==> src/common/rdm_pkg.sv <==
// constants for the reference divider and upper interrupt mask registers
package rdm_pkg;
    localparam logic [7:0]  RDM_ADDR_IRQ_UPPER = 8'h45;
    localparam logic [7:0]  RDM_ADDR_DIV_LOW   = 8'h46;
    localparam logic [7:0]  RDM_ADDR_DIV_HIGH  = 8'h47;
    localparam logic [7:0]  RDM_RST_IRQ_UPPER  = 8'h00;
    localparam logic [7:0]  RDM_RST_DIV_LOW    = 8'hFF;
    localparam logic [5:0]  RDM_RST_DIV_HIGH   = 6'h3F;
    localparam int          RDM_BIT_SIGNAL_LOSS   = 0;
    localparam int          RDM_BIT_CODE_VIOL     = 1;
    localparam logic [13:0] RDM_DIV_MAX_SAFE   = 14'h30D3;
endpackage

==> src/core/rdm_regs.sv <==
// register bank: upper interrupt enable byte, 14-bit pre-divider factor, divider
// ============================================================
// How it works
// the upper interrupt enable byte is read/write and clears to zero at reset.
// bit 1 gates input one code-violation interrupts and bit 0 its signal-loss ones.
// the low divider byte is read/write and resets to all ones.
// the high divider byte keeps factor bits 13..8 in bits 5..0, reads 7..6 as zero, resets 0x3F.
// software keeps the factor at or below 12499, since the divider only copes up to 100 MHz.
// a selected input is divided by the factor plus one, so zero passes it unchanged.
`timescale 1ns/1ps
module rdm_regs
    import rdm_pkg::*;
(
    input  wire logic        clk,
    input  wire logic        rst,
    input  wire logic        wr_en,
    input  wire logic        rd_en,
    input  wire logic [7:0]  addr,
    input  wire logic [7:0]  wr_data,
    output logic      [7:0]  rd_data,
    input  wire logic        in1_code_violation_event,
    input  wire logic        in1_signal_loss_event,
    output logic             in1_code_violation_irq,
    output logic             in1_signal_loss_irq,
    input  wire logic        ref_in_tick,
    output logic             ref_div_tick,
    output logic      [13:0] div_factor,
    output logic             div_factor_unsafe
);
    // ============================================================
    // storage and decode signals
    logic [7:0]  irq_enable_upper_byte;
    logic [7:0]  input_divider_low;
    logic [5:0]  input_divider_high;
    logic        hit_irq_upper;
    logic        hit_div_low;
    logic        hit_div_high;
    logic        wr_irq_upper;
    logic        wr_div_low;
    logic        wr_div_high;
    logic [13:0] live_factor;
    logic [7:0]  next_rd_data;
    logic [13:0] div_count;
    logic [13:0] next_div_count;
    logic        next_ref_div_tick;

    // ============================================================
    // helper functions
    // one compare serves every register of the decode
    function automatic logic addr_is(
        input logic [7:0] bus_addr,
        input logic [7:0] reg_addr
    );
        return bus_addr == reg_addr;
    endfunction

    // the two bytes form one factor for the copy and the counter
    function automatic logic [13:0] join_factor(
        input logic [5:0] high_bits,
        input logic [7:0] low_bits
    );
        return {high_bits, low_bits};
    endfunction

    // above this the divider is not trusted
    function automatic logic beyond_safe(
        input logic [13:0] factor
    );
        return factor > RDM_DIV_MAX_SAFE;
    endfunction

    // ============================================================
    // address decode
    always_comb begin
        hit_irq_upper = 1'b0;
        hit_div_low   = 1'b0;
        hit_div_high  = 1'b0;
        if (addr_is(addr, RDM_ADDR_IRQ_UPPER)) begin
            hit_irq_upper = 1'b1;
        end else if (addr_is(addr, RDM_ADDR_DIV_LOW)) begin
            hit_div_low = 1'b1;
        end else if (addr_is(addr, RDM_ADDR_DIV_HIGH)) begin
            hit_div_high = 1'b1;
        end
    end

    // writes to any other address fall through and change nothing
    always_comb begin
        wr_irq_upper = wr_en & hit_irq_upper;
        wr_div_low   = wr_en & hit_div_low;
        wr_div_high  = wr_en & hit_div_high;
    end

    // ============================================================
    // register bytes
    // mask byte storage
    always_ff @(posedge clk or posedge rst) begin
        if (rst) begin
            irq_enable_upper_byte <= RDM_RST_IRQ_UPPER;
        end else if (wr_irq_upper) begin
            irq_enable_upper_byte <= wr_data;
        end
    end

    // low factor byte
    always_ff @(posedge clk or posedge rst) begin
        if (rst) begin
            input_divider_low <= RDM_RST_DIV_LOW;
        end else if (wr_div_low) begin
            input_divider_low <= wr_data;
        end
    end

    // high factor bits, top two dropped
    always_ff @(posedge clk or posedge rst) begin
        if (rst) begin
            input_divider_high <= RDM_RST_DIV_HIGH;
        end else if (wr_div_high) begin
            input_divider_high <= wr_data[5:0];
        end
    end

    // the counter uses this live value, not the delayed copy on the port
    assign live_factor = join_factor(input_divider_high, input_divider_low);

    // ============================================================
    // read port, registered; unmapped addresses read zero
    always_comb begin
        next_rd_data = rd_data;
        if (rd_en) begin
            if (hit_irq_upper) begin
                next_rd_data = irq_enable_upper_byte;
            end else if (hit_div_low) begin
                next_rd_data = input_divider_low;
            end else if (hit_div_high) begin
                // unused bits read zero
                next_rd_data = {2'h0, input_divider_high};
            end else begin
                next_rd_data = 8'h00;
            end
        end
    end

    // data holds between reads so a slow host may pick it up late
    always_ff @(posedge clk or posedge rst) begin
        if (rst) begin
            rd_data <= 8'h00;
        end else begin
            rd_data <= next_rd_data;
        end
    end

    // ============================================================
    // interrupt gating
    // bit 1 gates violations
    always_ff @(posedge clk or posedge rst) begin
        if (rst) begin
            in1_code_violation_irq <= 1'b0;
        end else begin
            in1_code_violation_irq <= in1_code_violation_event
                                      & irq_enable_upper_byte[RDM_BIT_CODE_VIOL];
        end
    end

    // bit 0 gates loss
    always_ff @(posedge clk or posedge rst) begin
        if (rst) begin
            in1_signal_loss_irq <= 1'b0;
        end else begin
            in1_signal_loss_irq <= in1_signal_loss_event
                                   & irq_enable_upper_byte[RDM_BIT_SIGNAL_LOSS];
        end
    end

    // ============================================================
    // registered factor copy and safety flag
    // copy lags the registers by one cycle
    always_ff @(posedge clk or posedge rst) begin
        if (rst) begin
            div_factor <= {RDM_RST_DIV_HIGH, RDM_RST_DIV_LOW};
        end else begin
            div_factor <= live_factor;
        end
    end

    // flag only; a bad factor is not clamped
    always_ff @(posedge clk or posedge rst) begin
        if (rst) begin
            // the reset factor is itself beyond the limit
            div_factor_unsafe <= 1'b1;
        end else begin
            div_factor_unsafe <= beyond_safe(live_factor);
        end
    end

    // ============================================================
    // pre-divider
    // divide by factor plus one
    always_comb begin
        next_div_count    = div_count;
        next_ref_div_tick = 1'b0;
        if (ref_in_tick) begin
            // >= rather than ==: a factor lowered mid-period ends it at once
            if (div_count >= live_factor) begin
                next_div_count    = 14'h0000;
                next_ref_div_tick = 1'b1;
            end else begin
                next_div_count = div_count + 14'h0001;
            end
        end
    end

    // position inside the current divide period
    always_ff @(posedge clk or posedge rst) begin
        if (rst) begin
            div_count <= 14'h0000;
        end else begin
            div_count <= next_div_count;
        end
    end

    // one-cycle pulse per finished period
    always_ff @(posedge clk or posedge rst) begin
        if (rst) begin
            ref_div_tick <= 1'b0;
        end else begin
            ref_div_tick <= next_ref_div_tick;
        end
    end
endmodule

==> config.mk <==
export PLATFORM = sky130hd
export DESIGN_NAME = rdm_regs
export DESIGN_NICKNAME = d
export VERILOG_FILES = /design/src/common/rdm_pkg.sv /design/src/core/rdm_regs.sv
export SDC_FILE = /design/constraint.sdc
export NUM_CORES = 1
export LEC_CHECK = 0
export BUFFER_PORTS_ARGS = -buffer_cell sky130_fd_sc_hd__buf_2
export CORE_UTILIZATION = 55
export DETAILED_ROUTE_END_ITERATION = 16
export PLACE_DENSITY = 0.81
export SLEW_MARGIN = 20
export SYNTH_ARGS = -nofsm -noshare
export SYNTH_HDL_FRONTEND = slang
export SYNTH_SLANG_ARGS = --single-unit
==> constraint.sdc <==
create_clock -name clk -period 2.45 [get_ports clk]
set_clock_uncertainty 0.05 [all_clocks]
set_input_delay 0.245 -clock clk [delete_from_list [all_inputs] [get_ports clk]]
set_output_delay 0.245 -clock clk [all_outputs]
set_load 0.05 [all_outputs]
=== Word-level counts from Yosys, hierarchy flattened ===
Index checks and enable logic that the tools add are counted.

* Input port bits: 23
* Register bits after elaboration: 62

* Bitwise logic cells: 5
* Add/sub/neg operators: 1
* Magnitude comparators: 2
* Mux-type cells: 12
* Equality and inequality tests: 3

{| class="wikitable"
|+ Operators by type and width
! cell !! count
|-
| $eq 8x7->1 const B || 3
|-
| $mux 8 || 2
|-
| $add 14x1->14 const B || 1
|-
| $ge 14x14->1 || 1
|-
| $gt 14x14->1 const B || 1
|-
| $mux 14 || 1
|-
| $mux 1 || 8
|-
| $mux 6 || 1
|-
| $and 1x1->1 || 5
|}

=== Longest topological paths before layout ===
* Word-level depth: 7
* Mapped depth: 8

=== Worst setup path before layout ===
Ideal clock, no wire load.

* Kind: register -> register
* Start: register input_divider_high[1]
* End: register div_count[1]
* Cell stages (with the launch flop): 9
* Data required time: 2.269 ns
* Arrival: 1.855 ns
* Path buffers: 1
* Path slack: 0.414 ns
* Cells stage by stage: dfstp_2 -> inv_1 -> ha_1 -> nand4_1 -> a211o_1 -> o211a_4 -> o21ai_4 -> buf_6 -> o22ai_2

* Word-level cells in the longest chain between the ends: 2

{| class="wikitable"
|+ RTL lines
! what !! line !! RTL
|-
| from (decl) || rdm_regs.sv:34 || <nowiki>logic [5:0] input_divider_high;</nowiki>
|-
| from (signal assigned) || rdm_regs.sv:119 || <nowiki>input_divider_high <= wr_data[5:0];</nowiki>
|-
| $ge 14x14->1 || rdm_regs.sv:204 || <nowiki>if (div_count >= live_factor) begin</nowiki>
|-
| $mux 14 || rdm_regs.sv:204 ||
|-
| to (signal assigned) || rdm_regs.sv:218 || <nowiki>div_count <= next_div_count;</nowiki>
|-
| to (decl) || rdm_regs.sv:43 || <nowiki>logic [13:0] div_count;</nowiki>
|}

Every way passes these cells.
A chain may end at the register's enable or synchronous reset.

=== Worst setup path in the final report ===
* Start: register input_divider_high[1]
* End: register div_count[11]

Same word-level chain as after synthesis.

==> impl_metrics.env <==
export IMPL_status="completed"
export IMPL_ant_nets=0
export IMPL_hold_depth=2
export IMPL_critical_path_arrival_ns=2.44
export IMPL_synth_common_cells="33 x dfrtp_1, 29 x dfstp_2, 28 x inv_1"
export IMPL_cts_clk_slew_worst_paths_ns=0.07
export IMPL_synth_edf_count=0
export IMPL_synth_largest_area_cell="dfrtp_1"
export IMPL_syn_inst=254
export IMPL_cts_resized=0
export IMPL_first_global_vias=2093
export IMPL_clock_latency_ns=0.34
export IMPL_cp_max_fo=6
export IMPL_drt_wirelength_per_cell_um=15.9
export IMPL_fin_nets=350
export IMPL_viasPerCell=5.59
export IMPL_cap_violations=0
export IMPL_hold_violations=0
export IMPL_yosysSeqAreaShare_pct=53.2
export IMPL_track_usage_pct=24.5
export IMPL_tns_ns=0
export IMPL_vias=2164
export IMPL_globalRouteMet2Util_pct=38.6
export IMPL_clock_sinks=62
export IMPL_place_congestion=0.832
export IMPL_p_leak_nw=1.63
export IMPL_placeableCoreArea_um2=5170
export IMPL_fillers=379
export IMPL_syn_nets=292
export IMPL_holdWs_ns=0.0731
export IMPL_startpoint_type="flop"
export IMPL_grt_most_used_layer="met2"
export IMPL_period_minus_slack_ns=2.29
export IMPL_reg2reg_setup_slack_ns=0.16
export IMPL_cts_tree="done"
export IMPL_antenna_cells=0
export IMPL_yosysTopAreaCellShare_pct=27.6
export IMPL_grt_pass1_wl_um=9960
export IMPL_std_cell_rows=26
export IMPL_drc=0
export IMPL_cts_made_buffers=9
export IMPL_yosysWarnings=0
export IMPL_syn2layout_area_growth_pct=17.6
export IMPL_utilization_pct=67.9
export IMPL_hp_start="in1_signal_loss_event"
export IMPL_syn_area_per_cell_um2=11.8
export IMPL_min_path_type="in2reg"
export IMPL_post_route_period_util_pct=93.3
export IMPL_end_kind="flop"
export IMPL_syn_cell_area_um2=2990
export IMPL_die_area_um2=5730
export IMPL_gr_usage_met1_pct=32.8
export IMPL_fin_ws_ns=0.164
export IMPL_slew_violations=0
export IMPL_synth_area_top_cells="dfrtp_1 28%, dfstp_2 26%, mux2_2 8.7%, ha_1 6.3%, inv_1 3.5%"
export IMPL_timing_fmax_mhz=437
export IMPL_synthArstFlopShare_pct=100
export IMPL_portBuffers=48
export IMPL_grt_max_degree=63
export IMPL_drt_initial_drc_count=139
export IMPL_ctsLongestPathBuffers=2
export IMPL_p_per_area_nw_per_um2=741
export IMPL_pin_count=49
export IMPL_critPathRequiredTime_ns=2.60
export IMPL_r2r_start="input_divider_high[1]"
export IMPL_place_ws_ns=0.0893
export IMPL_firstDrtPassIters=5
export IMPL_worstHoldEndpoint="in1_signal_loss_irq"
export IMPL_dp_hpwl_um=4360
export IMPL_max_slew_margin_rel_pct=70.5
export IMPL_htree_num_levels=3
export IMPL_setup_viol=0
export IMPL_rsz0062_at_grt="no"
export IMPL_yosysMostFrequentCell="dfrtp_1"
export IMPL_ff2ff_path_depth=8
export IMPL_synth_main_ff_cell="dfrtp_1"
export IMPL_synth_cell_types=47
export IMPL_die_h_um=75.7
export IMPL_root_buffer="clkbuf_8"
export IMPL_ir_drop_v=0.000447
export IMPL_use_met3_pct=6.35
export IMPL_drive_above_1_share_pct=42.6
export IMPL_drt_total_wl_um=6150
export IMPL_tightest_slew_ns=0.441
export IMPL_synth_seq_cells=62
export IMPL_die_x_um=75.7
export IMPL_r2r_end="div_count[11]"
export IMPL_grt_overflow=0
export IMPL_start_util_pct=57.7
export IMPL_antenna_found_initial=0
export IMPL_path_class="reg2reg"
## cell type report
class                           instances  area (µm²)  share of cell area [%]
Timing Repair Buffer                   55         308                    8.77
Tap cell                               70        87.6                    2.49
Multi-Input combinational cell        156        1240                    35.5
Inverter                               28         105                    2.99
Clock inverter                          4        22.5                   0.641
Sequential cell                        62        1590                    45.2
Clock buffer                           12         155                    4.42
## critical path: stages, from the launching register on
cell     delay [ns]
dfstp_2        0.56
inv_1          0.07
ha_1           0.31
nand4_1        0.13
a211o_1        0.26
o211a_4        0.26
o21ai_4        0.24
buf_4          0.19
a21oi_1        0.07
## worst max-delay path by stage
| stage | slack, ns | to | cells after the start | start |
|---|---|---|---|---|
| 3_5_place_dp | 0.09 | div_count[4] | 7 | input_divider_high[1] |
| 3_3_place_gp | 0.22 | div_count[4] | 7 | input_divider_high[1] |
| 4_1_cts | 0.09 | div_count[4] | 7 | input_divider_high[1] |
| 6_report | 0.16 | div_count[11] | 8 | input_divider_high[1] |
| 2_1_floorplan | 0.41 | div_count[1] | 8 | input_divider_high[1] |
| 5_1_grt | 0.08 | div_count[11] | 8 | input_divider_high[1] |
## flip-flops by register name, summed over array words and instances (netlist names)
name,cells
in1_code_violation_irq,1
irq_enable_upper_byte,8
in1_signal_loss_irq,1
input_divider_low,8
ref_div_tick,1
input_divider_high,6
div_factor,14
div_factor_unsafe,1
div_count,14
rd_data,8
## metal layers
layer  wire [µm]  part of all wire, %
met5           0                    0
met4          83                  1.3
met3         342                  5.6
met2        2950                   48
met1        2780                   45
## power breakdown
group | leakage (nW) | internal (mW) | total [mW] | switching (mW)
Combinational | 0.785 | 0.272 | 0.636 | 0.364
Sequential | 0.755 | 1.10 | 1.17 | 0.0646
Clock | 0.0921 | 0.417 | 0.796 | 0.379
Total | 1.63 | 1.79 | 2.60 | 0.808
## repair_timing
action                     4_1_cts  5_1_grt
setup endpoints to repair        0        1
hold endpoints to repair        33        0
hold buffers                     1        0
setup buffers                    0        3
## metrics by stage
stage	instances	area [µm²]	power [mW]
floorplan	254	2990	1.64
global placement	367	3300	1.72
detailed placement	367	3300	1.74
CTS	384	3490	2.54
global route	387	3510	2.72
finish	387	3510	2.60
## cells by family (layout without fill, tap and decap cells)
logic type               after synthesis  after routing  share of synthesized area [%]
AO/OA/AOI/OAI                         54             54                           13.6
flip-flops                            62             62                           53.2
XOR/XNOR                               8              8                           2.35
buffers and inverters                 36             99                           5.15
adder cells (fa/ha/maj)               15             15                           6.28
AND/OR/NAND/NOR                       56             56                           10.8
multiplexers                          23             23                           8.67
## cell usage in the layout (no fill, tap or decap), types with 2 or more instances in the layout
cell type  instances
nor3_1             5
mux2_2            23
a22o_1             2
xnor2_1            3
o22ai_1            6
and2_1             2
buf_2             48
and4_1             2
buf_4              5
o21ai_0            9
nor2_1             3
o221ai_1           2
clkbuf_8          11
nand3_2            2
a21oi_1           13
o211ai_1           3
dfrtp_1           33
a22oi_1            6
inv_1             27
nand3_1            7
nand4_1            7
dfstp_2           29
nor2b_1            3
ha_1              15
nand2_1           19
xor2_1             5
clkinv_2           3
Note: power is estimated with default switching activity, not from simulation.
